$ cat config.mk
export PLATFORM = sky130hd
export DESIGN_NAME = wlv_feedback
export DESIGN_NICKNAME = d
export VERILOG_FILES = /design/src/wlv_pkg.sv /design/src/wlv_lane_if.sv /design/src/wlv_feedback.sv /design/src/wlv_lane.sv
export SDC_FILE = /design/constraint.sdc
export NUM_CORES = 1
export LEC_CHECK = 0
export BUFFER_PORTS_ARGS = -buffer_cell sky130_fd_sc_hd__buf_4
export CELL_PAD_IN_SITES_DETAIL_PLACEMENT = 0
export CELL_PAD_IN_SITES_GLOBAL_PLACEMENT = 2
export CORE_AREA = 5 5 119 121
export DETAILED_ROUTE_END_ITERATION = 8
export DIE_AREA = 0 0 124 126
export PLACE_DENSITY_LB_ADDON = 0.1
export SLEW_MARGIN = 5
export SYNTH_ARGS = -nofsm -noshare
export SYNTH_HDL_FRONTEND = slang
export SYNTH_SLANG_ARGS = --single-unit
$ cat constraint.sdc
create_clock -name clk -period 3.3 [get_ports clk]
set_input_delay 0.66 -clock clk [delete_from_list [all_inputs] [get_ports clk]]
set_output_delay 0.66 -clock clk [all_outputs]
set_load 0.02 [all_outputs]
$ cat src/wlv_pkg.sv
// Constants, field layouts and types shared by the write leveling feedback logic.
// Assumes a single 40 MHz system clock that samples every pin of the memory side.
package wlv_pkg;

    // Clock and times
    localparam int CLK_PERIOD_PS = 25000;
    // Longest time from a captured strobe edge to the feedback level
    localparam int LEVELING_OUTPUT_DELAY_PS = 7500;
    localparam int LEVELING_OUTPUT_DELAY_CYC =
        (LEVELING_OUTPUT_DELAY_PS / CLK_PERIOD_PS < 1) ? 1
        : LEVELING_OUTPUT_DELAY_PS / CLK_PERIOD_PS;
    // Least time before a mode register write takes effect
    localparam int MODE_UPDATE_DELAY_PS = 15000;
    localparam int MODE_UPDATE_DELAY_CYC =
        ((MODE_UPDATE_DELAY_PS + CLK_PERIOD_PS - 1) / CLK_PERIOD_PS < 1) ? 1
        : (MODE_UPDATE_DELAY_PS + CLK_PERIOD_PS - 1) / CLK_PERIOD_PS;
    localparam int DELAY_CNT_W = 4;

    // Register port
    localparam int ADDR_W = 3;
    localparam int DATA_W = 16;
    localparam int MODE_REG_COUNT = 4;
    localparam logic [ADDR_W-1:0] MODE_REG_1_IDX = 3'h1;
    localparam logic [ADDR_W-1:0] STATUS_IDX = 3'h4;
    localparam logic [DATA_W-1:0] MODE_REG_RESET = 16'h0000;

    // Fields of mode register 1
    localparam int MR1_LEVEL_BIT = 7;
    localparam int MR1_QOFF_BIT = 12;
    localparam int MR1_RTT_BIT0 = 2;
    localparam int MR1_RTT_BIT1 = 6;
    localparam int MR1_RTT_BIT2 = 9;

    // Data lanes
    localparam int LANES = 2;
    localparam int LANE_W = 8;
    localparam int DQ_W = LANES * LANE_W;
    localparam int PRIME_BIT = 0;
    localparam int SYNC_PINS = 3;
    localparam int PIN_CK = 0;
    localparam int PIN_ODT = 1;
    localparam int PIN_X16 = 2;

    // Status register layout, low bits upward
    localparam int STATUS_USED_W = 7;

    typedef enum logic [1:0] {
        WLV_OFF = 2'b00,
        WLV_ARMED = 2'b01,
        WLV_REPORT = 2'b10
    } wlv_state_t;

endpackage
$ cat src/wlv_lane_if.sv
// Signals between the leveling controller and one byte lane's strobe capture.
// Assumes both ends run on the same system clock.
interface wlv_lane_if;
    logic strobe_pin;
    logic ck_level;
    logic capture_en;
    logic sample;
    logic published;

    modport lane (
        input strobe_pin,
        input ck_level,
        input capture_en,
        output sample,
        output published
    );
    modport ctrl (
        output strobe_pin,
        output ck_level,
        output capture_en,
        input sample,
        input published
    );
endinterface

$ cat src/wlv_feedback.sv
// Write leveling feedback of a DDR3 memory device: mode registers, termination
// control and the per-lane feedback on the prime data lines.
// Assumes clock, strobe, ODT and organisation pins arrive asynchronous to clk.
//
// The strobed register port and the address map are this design's own decisions.

module wlv_feedback
    import wlv_pkg::*;
(
    // System
    input wire logic clk,
    input wire logic reset,
    // Register port
    input wire logic [ADDR_W-1:0] reg_addr,
    input wire logic [DATA_W-1:0] reg_wdata,
    input wire logic reg_wr,
    input wire logic reg_rd,
    output logic [DATA_W-1:0] reg_rdata,
    // Memory side inputs
    input wire logic ck_pin,
    input wire logic odt_pin,
    input wire logic org_x16_pin,
    input wire logic strobe_lower_pin,
    input wire logic strobe_upper_pin,
    // Data lines
    output logic [DQ_W-1:0] dq_out,
    output logic [DQ_W-1:0] dq_oe,
    // Buffer and termination control
    output logic strobe_rx_on,
    output logic strobe_term_on,
    output logic dq_term_on
);
    import wlv_pkg::*;

    logic [SYNC_PINS-1:0] pin_meta;
    logic [SYNC_PINS-1:0] pin_sync;
    logic ck_level;
    logic odt_level;
    logic org_x16;

    logic [DATA_W-1:0] mode_reg [MODE_REG_COUNT];
    logic [DATA_W-1:0] mr1_active;
    logic [DELAY_CNT_W-1:0] update_cnt;
    logic update_pending;

    logic level_on;
    logic outputs_on;
    logic rtt_set;
    logic [LANES-1:0] lane_used;
    logic [LANES-1:0] lane_sample;
    logic [LANES-1:0] lane_published;
    logic capture_en;

    wlv_state_t state;
    wlv_state_t next_state;

    // Pins from the memory side, two stages before use
    always_ff @(posedge clk) begin
        if (reset) begin
            pin_meta <= '0;
            pin_sync <= '0;
        end else begin
            pin_meta <= {org_x16_pin, odt_pin, ck_pin};
            pin_sync <= pin_meta;
        end
    end

    assign ck_level = pin_sync[PIN_CK];
    assign odt_level = pin_sync[PIN_ODT];
    assign org_x16 = pin_sync[PIN_X16];

    // Mode registers, written by the mode register set port
    always_ff @(posedge clk) begin
        if (reset) begin
            for (int i = 0; i < MODE_REG_COUNT; i++) begin
                mode_reg[i] <= MODE_REG_RESET;
            end
        end else if (reg_wr && reg_addr < ADDR_W'(MODE_REG_COUNT)) begin
            mode_reg[reg_addr[1:0]] <= reg_wdata;
        end
    end

    // A new mode register 1 value takes effect only after the update delay
    always_ff @(posedge clk) begin
        if (reset) begin
            update_pending <= 1'b0;
            update_cnt <= '0;
        end else if (reg_wr && reg_addr == MODE_REG_1_IDX) begin
            update_pending <= 1'b1;
            update_cnt <= DELAY_CNT_W'(MODE_UPDATE_DELAY_CYC - 1);
        end else if (update_pending && update_cnt != '0) begin
            update_cnt <= update_cnt - DELAY_CNT_W'(1);
        end else begin
            update_pending <= 1'b0;
        end
    end

    always_ff @(posedge clk) begin
        if (reset) begin
            mr1_active <= MODE_REG_RESET;
        end else if (update_pending && update_cnt == '0) begin
            mr1_active <= mode_reg[MODE_REG_1_IDX[1:0]];
        end
    end

    // Decoded mode fields
    assign level_on = mr1_active[MR1_LEVEL_BIT];
    assign outputs_on = !mr1_active[MR1_QOFF_BIT];
    // Any nonzero termination code is accepted; limiting it is the controller's task
    assign rtt_set = mr1_active[MR1_RTT_BIT0] || mr1_active[MR1_RTT_BIT1]
        || mr1_active[MR1_RTT_BIT2];
    assign lane_used = {org_x16, 1'b1};

    // Strobe receivers capture only with outputs enabled
    assign capture_en = level_on && outputs_on;

    // Leveling sequence state
    always_comb begin
        next_state = state;
        case (state)
            WLV_OFF: begin
                if (level_on) begin
                    next_state = WLV_ARMED;
                end
            end
            WLV_ARMED: begin
                if (!level_on) begin
                    next_state = WLV_OFF;
                end else if (|(lane_published & lane_used)) begin
                    next_state = WLV_REPORT;
                end
            end
            WLV_REPORT: begin
                if (!level_on) begin
                    next_state = WLV_OFF;
                end
            end
            default: begin
                next_state = WLV_OFF;
            end
        endcase
    end

    always_ff @(posedge clk) begin
        if (reset) begin
            state <= WLV_OFF;
        end else begin
            state <= next_state;
        end
    end

    // One capture unit per byte lane, each leveled on its own strobe
    genvar g;
    generate
        for (g = 0; g < LANES; g++) begin : gen_lane
            wlv_lane_if lane_link ();
            wlv_lane u_lane (
                .clk(clk),
                .reset(reset),
                .lane_if(lane_link.lane)
            );
            assign lane_link.strobe_pin = (g == 0) ? strobe_lower_pin : strobe_upper_pin;
            assign lane_link.ck_level = ck_level;
            assign lane_link.capture_en = capture_en && lane_used[g];
            assign lane_sample[g] = lane_link.sample;
            assign lane_published[g] = lane_link.published;
        end
    endgenerate

    // Data lines: prime bit carries the feedback, the rest are held low.
    // Lines are driven from leveling entry, so the non-prime lines are low
    // well before the first feedback appears.
    always_ff @(posedge clk) begin
        if (reset) begin
            dq_out <= '0;
            dq_oe <= '0;
        end else begin
            for (int l = 0; l < LANES; l++) begin
                for (int b = 0; b < LANE_W; b++) begin
                    if (b == PRIME_BIT && state == WLV_REPORT) begin
                        dq_out[l*LANE_W+b] <= lane_sample[l];
                    end else begin
                        dq_out[l*LANE_W+b] <= 1'b0;
                    end
                    dq_oe[l*LANE_W+b] <= capture_en && lane_used[l];
                end
            end
        end
    end

    // Termination and strobe receiver control
    always_ff @(posedge clk) begin
        if (reset) begin
            strobe_rx_on <= 1'b0;
            strobe_term_on <= 1'b0;
            dq_term_on <= 1'b0;
        end else if (level_on) begin
            strobe_rx_on <= outputs_on;
            strobe_term_on <= odt_level && rtt_set;
            dq_term_on <= 1'b0;
        end else begin
            strobe_rx_on <= 1'b0;
            strobe_term_on <= odt_level && rtt_set;
            dq_term_on <= odt_level && rtt_set;
        end
    end

    // Read data one cycle after the strobe; unmapped reads return zero
    always_ff @(posedge clk) begin
        if (reset) begin
            reg_rdata <= '0;
        end else if (reg_rd && reg_addr < ADDR_W'(MODE_REG_COUNT)) begin
            reg_rdata <= mode_reg[reg_addr[1:0]];
        end else if (reg_rd && reg_addr == STATUS_IDX) begin
            reg_rdata <= {{(DATA_W-STATUS_USED_W){1'b0}}, org_x16, outputs_on,
                level_on, state, lane_sample};
        end else begin
            reg_rdata <= '0;
        end
    end

endmodule

$ cat src/wlv_lane.sv
// Strobe capture for one byte lane: finds rising strobe edges, samples the clock level.
// Assumes ck_level was synchronised with the same two-stage depth as the strobe here.
module wlv_lane
    import wlv_pkg::*;
(
    // System
    input wire logic clk,
    input wire logic reset,
    // Controller side
    wlv_lane_if.lane lane_if
);
    import wlv_pkg::*;

    logic strobe_meta;
    logic strobe_sync;
    logic strobe_prev;
    logic pending;
    logic pending_level;
    logic [DELAY_CNT_W-1:0] delay_cnt;
    logic rise;

    always_ff @(posedge clk) begin
        if (reset) begin
            strobe_meta <= 1'b0;
            strobe_sync <= 1'b0;
            strobe_prev <= 1'b0;
        end else begin
            strobe_meta <= lane_if.strobe_pin;
            strobe_sync <= strobe_meta;
            strobe_prev <= strobe_sync;
        end
    end

    assign rise = strobe_sync && !strobe_prev;

    // Same sync depth on clock and strobe keeps their relative phase
    always_ff @(posedge clk) begin
        if (reset) begin
            pending <= 1'b0;
            pending_level <= 1'b0;
            delay_cnt <= '0;
        end else if (!lane_if.capture_en) begin
            pending <= 1'b0;
            delay_cnt <= '0;
        end else if (rise) begin
            pending <= 1'b1;
            pending_level <= lane_if.ck_level;
            delay_cnt <= DELAY_CNT_W'(LEVELING_OUTPUT_DELAY_CYC - 1);
        end else if (pending && delay_cnt != '0) begin
            delay_cnt <= delay_cnt - DELAY_CNT_W'(1);
        end else if (pending) begin
            pending <= 1'b0;
        end
    end

    // Feedback clears while capture is disabled, else holds until the next capture is published
    always_ff @(posedge clk) begin
        if (reset) begin
            lane_if.sample <= 1'b0;
            lane_if.published <= 1'b0;
        end else begin
            lane_if.published <= 1'b0;
            if (!lane_if.capture_en) begin
                lane_if.sample <= 1'b0;
            end else if (pending && delay_cnt == '0 && !rise) begin
                lane_if.sample <= pending_level;
                lane_if.published <= 1'b1;
            end
        end
    end

endmodule

==> impl_metrics.ini, run 1 <==
[status]
run_status = finished, final reports clean

[setup_path]
path_depth = 4
critPathRequiredTime_ps = 3570
crit_buf_inv = 1
crit_chain = buf_4 -> nor3b_2 -> and3_1 -> and2_1
worst_path_largest_cell_delay_ps = 600
worstPathArrival_ps = 2170
critPathMaxFanout = 30
critical_path_class = input port to flop
worst-r2r-setup-slack_ps = 1720
end_kind = flop
start_kind = input port
critical_path.top_delay_family = simple AND/OR/NAND/NOR gates
r2r_cells = 5
slowest_stage = and3_1

[routing]
drc = 0
vias = 3090
routed_via_density = 4.77
wirelength_mm = 10.6
routedWlPerCell_um = 16.4
final_antenna_net_count = 0
drtIter0Drc = 124
drt_pass1_iterations = 5

[die]
row_count = 42
core-area_sq_um = 13000
num_io_pins = 79
fp.dieW_um = 124
die_area_sq_um = 15600
start_util = 0.403
die_h_um = 126

[power_and_ir_drop]
p_comb_frac = 0.057
leakage_nw = 2.45
p_int_mw = 2.82
p_seq_frac = 0.494
clock_power_share = 0.449
cellPowerDensity_nw_per_um2 = 569
p_switching_mw = 0.730
total_power_mw = 3.55
switching_share = 0.206
ir_drop_mv = 0.302

[final_layout]
utilization = 0.480
area_growth_pct = 19.1
fin_area_sq_um = 6230
largest_register_ffs = 64
antennaDiodeCount = 0
nets = 490
instances_no_fill = 648
drive_above_1_share = 0.248

[timing]
final.setup.tns_ps = 0
hold_viol = 0
worst_slew_pin_slew_ps = 594
skew_ps = 8.20
period_minus_slack_ps = 1900
fmax_mhz = 525
rsz0062_at_grt = false
hold_ws_ps = 433
drv_slew = 0
setup_violations = 0
worst_slack_ps = 1400
period_share = 0.577
slew_headroom = 0.604

[worst_hold_path]
whs_path_depth = 1
min_path_type = flop to flop

[synthesis]
ys_seq_area_frac = 0.608
syn_area_sq_um = 5240
synth_top_area_share = 0.367
synth-edff-count = 64
ys_async_sr_fraction = 0
ys_ff_latch = 127
synth_cell_type_count = 38
yosysMostFrequentCell = edfxtp_1
yosys_warnings = 0
synth.avg_cell_area_sq_um = 12.9
ys_top_cells_by_count = 64 x edfxtp_1, 63 x dfxtp_1, 57 x and2_1
synth-main-ff-cell = edfxtp_1
netlist_top_cells_area = edfxtp_1 37%, dfxtp_1 24%, mux4_2 6.9%
synthCells = 405
post-synth-top-area-cell = edfxtp_1

[clocking]
cts_buffer_depth = 2
cts_sinks = 127
ctsResizeCount = 0
clock_latency_ps = 400
cts.clk_slew.worst_paths_ps = 50
cts_hold_buf = 0
h-tree-depth = 4
cts_tree = done
cts_setup_buffers = 0
clockRootBuffer = clkbuf_16
numCtsBuffers = 17

[global_route]
antenna_found_initial = 0
grt.overflow.total = 0
grt_pass1_wl_mm = 16.9
grt_max_degree = 31
grt_pass1_vias = 3228
track_usage = 0.144

[placement]
preCtsSetupSlack_ps = 957
dp_hpwl_mm = 6.92
gp_congestion = 0.696
dp_cells = 616
post_dp_cell_area_sq_um = 5730
io_buffers = 64

[flow_run]
cap_violations = 0
## placed cells by master, fill, tap and decap left out, types with 4 or more instances in the layout
cell	Yosys	routed
mux4_2	16	16
mux2i_1	8	8
nand3_1	5	5
inv_1	11	11
nor4bb_1	4	4
or3b_2	4	4
edfxtp_1	64	64
conb_1	1	14
dfxtp_1	63	63
clkbuf_16	0	17
a22o_1	7	7
nand2b_1	4	4
and3_1	20	20
and2_1	57	57
nor2b_1	18	18
a21oi_1	15	15
nor2_1	10	10
nand2_1	16	16
buf_4	30	70
clkbuf_1	13	12
## power by group through the flow
| stage | sequential, mW | clock, mW | combinational [mW] |
|---|---|---|---|
| detailed placement | 1.78 | 0 | 0.207 |
| finish | 1.75 | 1.59 | 0.202 |
| global route | 1.76 | 1.70 | 0.222 |
| CTS | 1.75 | 1.63 | 0.207 |
| global placement | 1.78 | 0 | 0.205 |
| floorplan | 1.78 | 0 | 0.130 |
## cell type report
type | instances | area, sq um
Clock buffer | 31 | 498
Clock inverter | 1 | 5.00
Fill cell | 1190 | 6750
Inverter | 11 | 41.3
Multi-Input combinational cell | 232 | 1760
Sequential cell | 127 | 3180
Tap cell | 176 | 220
Timing Repair Buffer | 70 | 526
## per-layer routing
metal  vias to the layer above  part of all wire  global-route usage
li1                       1514                 -                   -
met1                      1503              0.45               0.182
met2                        61              0.50               0.231
met3                        12             0.039              0.0444
met4                         0             0.013              0.0515
met5                         -                 0                   0
## worst paths after layout
kind	startpoint	to
worst max register to register	mr1_active[7]$_SDFFE_PP0P_	gen_lane[1].u_lane.delay_cnt[1]$_SDFFE_PP0P_
worst min-delay path	pin_meta[2]$_SDFF_PP0_	pin_sync[2]$_SDFF_PP0_
worst max-delay path	reset	mode_reg[2][11]$_SDFFCE_PN0P_
worst min register to register	pin_meta[2]$_SDFF_PP0_	pin_sync[2]$_SDFF_PP0_
## logic make-up (layout without fill, tap and decap cells)
kind of cell | after synthesis | count (layout) | share of synthesized area
DFF | 127 | 127 | 0.608
adders and majority gates | 3 | 3 | 0.00717
and+or+nand+nor | 155 | 155 | 0.186
buffers and inverters | 59 | 113 | 0.0650
AOI/OAI and AO/OA | 36 | 36 | 0.0492
other | 1 | 14 | 0.000716
muxes | 24 | 24 | 0.0841
No activity file was read; power rests on OpenSTA's default activity.
==> inputs of run 2 (changes only) <==
Settings changed: ABC_AREA from default to 1, CORE_AREA 5 5 119 121 to 5 5 128 130, DIE_AREA 0 0 124 126 to 0 0 133 135.
Clock period 3.3 ns to 1.8 ns, I/O delays scaled along.
==> impl_metrics.ini, run 2 <==
[status]
run_status = finished, final reports clean

[final_layout]
area_growth_pct = 23.6
antennaDiodeCount = 0
nets = 666
largest_register_ffs = 64
fin_area_sq_um = 6430
utilization = 0.428
drive_above_1_share = 0.201
num-fill-cells = 1486
instances_no_fill = 836
layout_commonest_cell = nand2_1
final_cell_mix = 149 x nand2_1, 86 x nor2_1, 77 x buf_4

[setup_path]
start_kind = flop
end_kind = flop
critical_path_class = flop to flop
crit_buf_inv = 1
r2r-start = update_cnt[0]$_SDFFE_PP0P_
critPathRequiredTime_ps = 2080
worst_path_largest_cell_delay_ps = 340
r2r_cells = 5
critical_path.top_delay_family = compound AO/OA/AOI/OAI gates
slowest_stage = o21ai_0
critPathMaxFanout = 10
worstPathArrival_ps = 1770
crit_chain = inv_1 -> ha_1 -> nand3_1 -> o21ai_0 -> a21oi_1
worst-r2r-setup-slack_ps = 310
r2r_end = mr1_active[6]$_SDFFE_PP0P_

[placement]
post_dp_cell_area_sq_um = 5820
io_buffers = 64
dp_hpwl_mm = 8.40
dp_cells = 804
gp_congestion = 0.742
preCtsSetupSlack_ps = 99.2

[die]
start_util = 0.346
die_area_sq_um = 18000
row_count = 45
die_h_um = 135
num_io_pins = 79
core-area_sq_um = 15000
fp.dieW_um = 133

[global_route]
grt.overflow.total = 0
grt_pass1_wl_mm = 19.7
grt_pass1_vias = 3655
antenna_found_initial = 0
track_usage = 0.145
grt_max_degree = 20

[timing]
period_share = 0.827
worst_slack_ps = 311
rsz0062_at_grt = false
hold_viol = 0
skew_ps = 6.87
hold_ws_ps = 151
drv_slew = 0
fmax_mhz = 671
worst_slew_pin_slew_ps = 633
final.setup.tns_ps = 0
slew_headroom = 0.578
period_minus_slack_ps = 1490
setup_violations = 0

[routing]
drtIter0Drc = 158
wirelength_mm = 12.4
drc = 0
routed_via_density = 4.43
drt_pass1_iterations = 4
final_antenna_net_count = 0
vias = 3703
routedWlPerCell_um = 14.8

[synthesis]
ys_seq_area_frac = 0.612
synthCells = 563
synth.avg_cell_area_sq_um = 9.25
synth-edff-count = 64
yosys_warnings = 0
netlist_top_cells_area = edfxtp_1 37%, dfxtp_1 24%, nand2_1 11%
yosysMostFrequentCell = nand2_1
ys_ff_latch = 127
post-synth-top-area-cell = edfxtp_1
ys_top_cells_by_count = 149 x nand2_1, 86 x nor2_1, 64 x edfxtp_1, 64 x inv_1, 63 x dfxtp_1
synth_cell_type_count = 27
synth-main-ff-cell = edfxtp_1
synth_top_area_share = 0.369
syn_area_sq_um = 5200
ys_async_sr_fraction = 0

[clocking]
numCtsBuffers = 17
cts_setup_buffers = 0
clock_latency_ps = 410
clockRootBuffer = clkbuf_16
h-tree-depth = 4
cts_buffer_depth = 2
cts_tree = done
cts_hold_buf = 0
cts_sinks = 127
cts.clk_slew.worst_paths_ps = 50
ctsResizeCount = 0

[power_and_ir_drop]
ir_drop_mv = 0.591
total_power_mw = 7.10
cellPowerDensity_nw_per_um2 = 1100
leakage_nw = 2.76

[worst_hold_path]
min_path_type = input port to flop
whs_path_depth = 3
hp-start = strobe_upper_pin
min_to = gen_lane[1].u_lane.strobe_meta$_SDFF_PP0_

[flow_run]
cap_violations = 0
## run 2: worst register-to-register path: cells and delay by family, from the launching register on
family	cells	cell delay (ps)
compound gates	2	420
simple gates	1	320
flops	1	300
fa+ha+maj	1	220
buf+inv	1	100
## run 2: kinds of logic (layout without fill, tap and decap cells)
family | Yosys count | after routing | synth area share
other | 1 | 14 | 0.000720
adders and majority gates | 3 | 3 | 0.00721
and+or+nand+nor | 285 | 285 | 0.232
DFF | 127 | 127 | 0.612
xor gates and xnor gates | 1 | 1 | 0.00168
AOI/OAI and AO/OA | 35 | 35 | 0.0356
buffers and inverters | 111 | 183 | 0.111
## run 2: worst max-delay path by stage
stage	from	endpoint	slack, ps	cells past startpoint
after floorplan	reg_wr	mode_reg[3][0]$_DFFE_PP_	60	4
after global placement	reset	mode_reg[1][0]$_SDFFCE_PN0P_	100	6
after detailed placement	reset	mode_reg[1][2]$_SDFFCE_PN0P_	100	6
after CTS	update_cnt[0]$_SDFFE_PP0P_	mr1_active[6]$_SDFFE_PP0P_	280	5
after global routing	update_cnt[0]$_SDFFE_PP0P_	mr1_active[6]$_SDFFE_PP0P_	140	5
final	update_cnt[0]$_SDFFE_PP0P_	mr1_active[6]$_SDFFE_PP0P_	310	5
## run 2: layer usage
layer	up-vias	routed length [um]	GRT usage
met5	-	0	0
met4	0	148	0.0450
met3	12	716	0.0473
met2	91	6060	0.246
met1	1709	5490	0.176
li1	1891	-	-
## run 2: cell type report
cell class                 instances  area, sq um  area share
sequential                       127         3180       0.495
tap                              188          235      0.0366
clock inverter                    11          138      0.0214
clock buffer                      21          470      0.0732
multi-input combinational        338         1500       0.233
timing repair buffer              80          638      0.0992
inverter                          71          267      0.0414
## run 2: power by group
part	internal (mW)	switching, mW
combinational	0.143	0.275
sequential	3.17	0.0391
clock	2.27	1.21
==> inputs of run 3 (changes only) <==
Settings changed: ABC_AREA 1 to 0, CORE_AREA 5 5 128 130 to 5 5 129 131, DIE_AREA 0 0 133 135 to 0 0 134 136.
Clock period 1.8 ns to 1.25 ns, I/O delays scaled along.
==> impl_metrics.ini, run 3 (same netlist as run 1, synthesis figures left out) <==
[global_route]
grt_pass1_vias = 3419
grt_pass1_wl_mm = 18.4
antenna_found_initial = 0
track_usage = 0.134
grt.overflow.total = 0
grt_max_degree = 21

[worst_hold_path]
hp-start = strobe_lower_pin
min_path_type = input port to flop
whs_path_depth = 2
min_to = gen_lane[0].u_lane.strobe_meta$_SDFF_PP0_

[timing]
worst_slack_ps = -176
hold_viol = 0
period_minus_slack_ps = 1430
final.setup.tns_ps = -966
fmax_mhz = 701
drv_slew = 0
period_share = 1.14
setup_violations = 18
skew_ps = 13.6
rsz0062_at_grt = true

[setup_path]
critPathLaunch = gen_lane[0].u_lane.delay_cnt[2]$_SDFFE_PP0P_
r2r_end = gen_lane[0].u_lane.delay_cnt[3]$_SDFFE_PP0P_
crit_chain = or4b_4 -> or3b_4 -> a21oi_2
critPathRequiredTime_ps = 1610
r2r_cells = 3
critPathMaxFanout = 2
slowest_stage = or4b_4
worstPathArrival_ps = 1780
end_kind = flop
critical_path_class = flop to flop
worst_path_largest_cell_delay_ps = 540
worst-r2r-setup-slack_ps = -180
r2r-start = gen_lane[0].u_lane.delay_cnt[2]$_SDFFE_PP0P_
start_kind = flop

[final_layout]
utilization = 0.453
fin_area_sq_um = 7010
antennaDiodeCount = 0
instances_no_fill = 720
nets = 546
drive_above_1_share = 0.428
largest_register_ffs = 64
final_cell_mix = 120 x buf_4, 64 x edfxtp_1, 57 x and2_1
layout_commonest_cell = buf_4
area_growth_pct = 33.8

[die]
row_count = 46
num_io_pins = 79
core-area_sq_um = 15500
die_area_sq_um = 18200
die_h_um = 136
start_util = 0.338
fp.dieW_um = 134

[routing]
wirelength_mm = 11.8
drtIter0Drc = 134
drt_pass1_iterations = 4
vias = 3289
routedWlPerCell_um = 16.4
drc = 0
final_antenna_net_count = 0
routed_via_density = 4.57

[power_and_ir_drop]
p_comb_frac = 0.064
p_seq_frac = 0.460
ir_drop_mv = 0.946
p_switching_mw = 2.24
leakage_nw = 2.82
p_int_mw = 7.81
switching_share = 0.223
clock_power_share = 0.477
cellPowerDensity_nw_per_um2 = 1430

[clocking]
h-tree-depth = 4
cts_tree = done
cts_sinks = 127
cts_buffer_depth = 2
cts_hold_buf = 0
clockRootBuffer = clkbuf_16
clock_latency_ps = 410
cts.clk_slew.worst_paths_ps = 50
numCtsBuffers = 17

[placement]
dp_hpwl_mm = 8.02
gp_congestion = 0.698
post_dp_cell_area_sq_um = 6230
dp_cells = 678
io_buffers = 64

[status]
failed_checks = negative setup slack
run_status = finished with violations

[flow_run]
cap_violations = 0
## run 3: cell types whose count changed in the layout (fill, tap and decap cells not counted), moves of 16 or more
cell | before | now
nor2_1 | 86 | 8
nor2b_1 | 0 | 18
nand2_1 | 149 | 13
inv_1 | 64 | 6
mux4_2 | 0 | 16
and2_1 | 9 | 57
and3_1 | 0 | 20
nand4_1 | 20 | 0
buf_4 | 77 | 120
## run 3: worst max-delay path, delay by kind of cell, from the launching register on
family | cells | cell delay, ps
DFF | 1 | 310
and+or+nand+nor | 2 | 950
AOI/OAI and AO/OA | 1 | 110
## run 3: stage by stage
step                      setup slack, ps  hold slack [ps]  power [mW]
final                                -176             49.7        10.0
after floorplan                      -142              378        5.06
after detailed placement             -240              427        5.35
after CTS                            -162             27.1        10.2
after global routing                 -220             30.2        10.4
after global placement               -214              424        5.34
## run 3: power by group through the flow
stage	Combinational, mW	Clock [mW]	Sequential, mW
2_1_floorplan	0.361	0	4.70
3_3_place_gp	0.636	0	4.71
3_5_place_dp	0.641	0	4.71
4_1_cts	0.648	4.91	4.62
5_1_grt	0.691	5.10	4.63
6_report	0.640	4.79	4.62
## run 3: worst max path at each step
stage	slack, ps	depth (start not counted)	endpoint
floorplan	-140	4	gen_lane[1].u_lane.delay_cnt[3]$_SDFFE_PP0P_
detailed placement	-240	3	reg_rdata[5]$_SDFF_PP0_
CTS	-160	3	gen_lane[0].u_lane.delay_cnt[3]$_SDFFE_PP0P_
global placement	-210	3	reg_rdata[5]$_SDFF_PP0_
global route	-220	3	gen_lane[0].u_lane.delay_cnt[3]$_SDFFE_PP0P_
finish	-180	3	gen_lane[0].u_lane.delay_cnt[3]$_SDFFE_PP0P_
## run 3: repair_timing
action / CTS / global route
setup endpoints to repair: 37 / 37
setup buffers: 4 / 6
resized for setup: 14 / 23
pin swaps: 12 / 17
## run 3: layer usage
layer,share of wire,GRT usage,vias to the layer above
li1,-,-,1630
met1,0.44,0.161,1593
met2,0.51,0.227,57
met3,0.039,0.0426,9
met4,0.012,0.0480,0
met5,0,0,-
## run 3: final cells by class
type / count / area, sq um
Fill cell: 1435 / 8480
Sequential cell: 127 / 3210
Multi-Input combinational cell: 232 / 1940
Timing Repair Buffer: 126 / 1000
Clock buffer: 19 / 433
Tap cell: 192 / 240
Clock inverter: 13 / 139
Inverter: 11 / 41.3
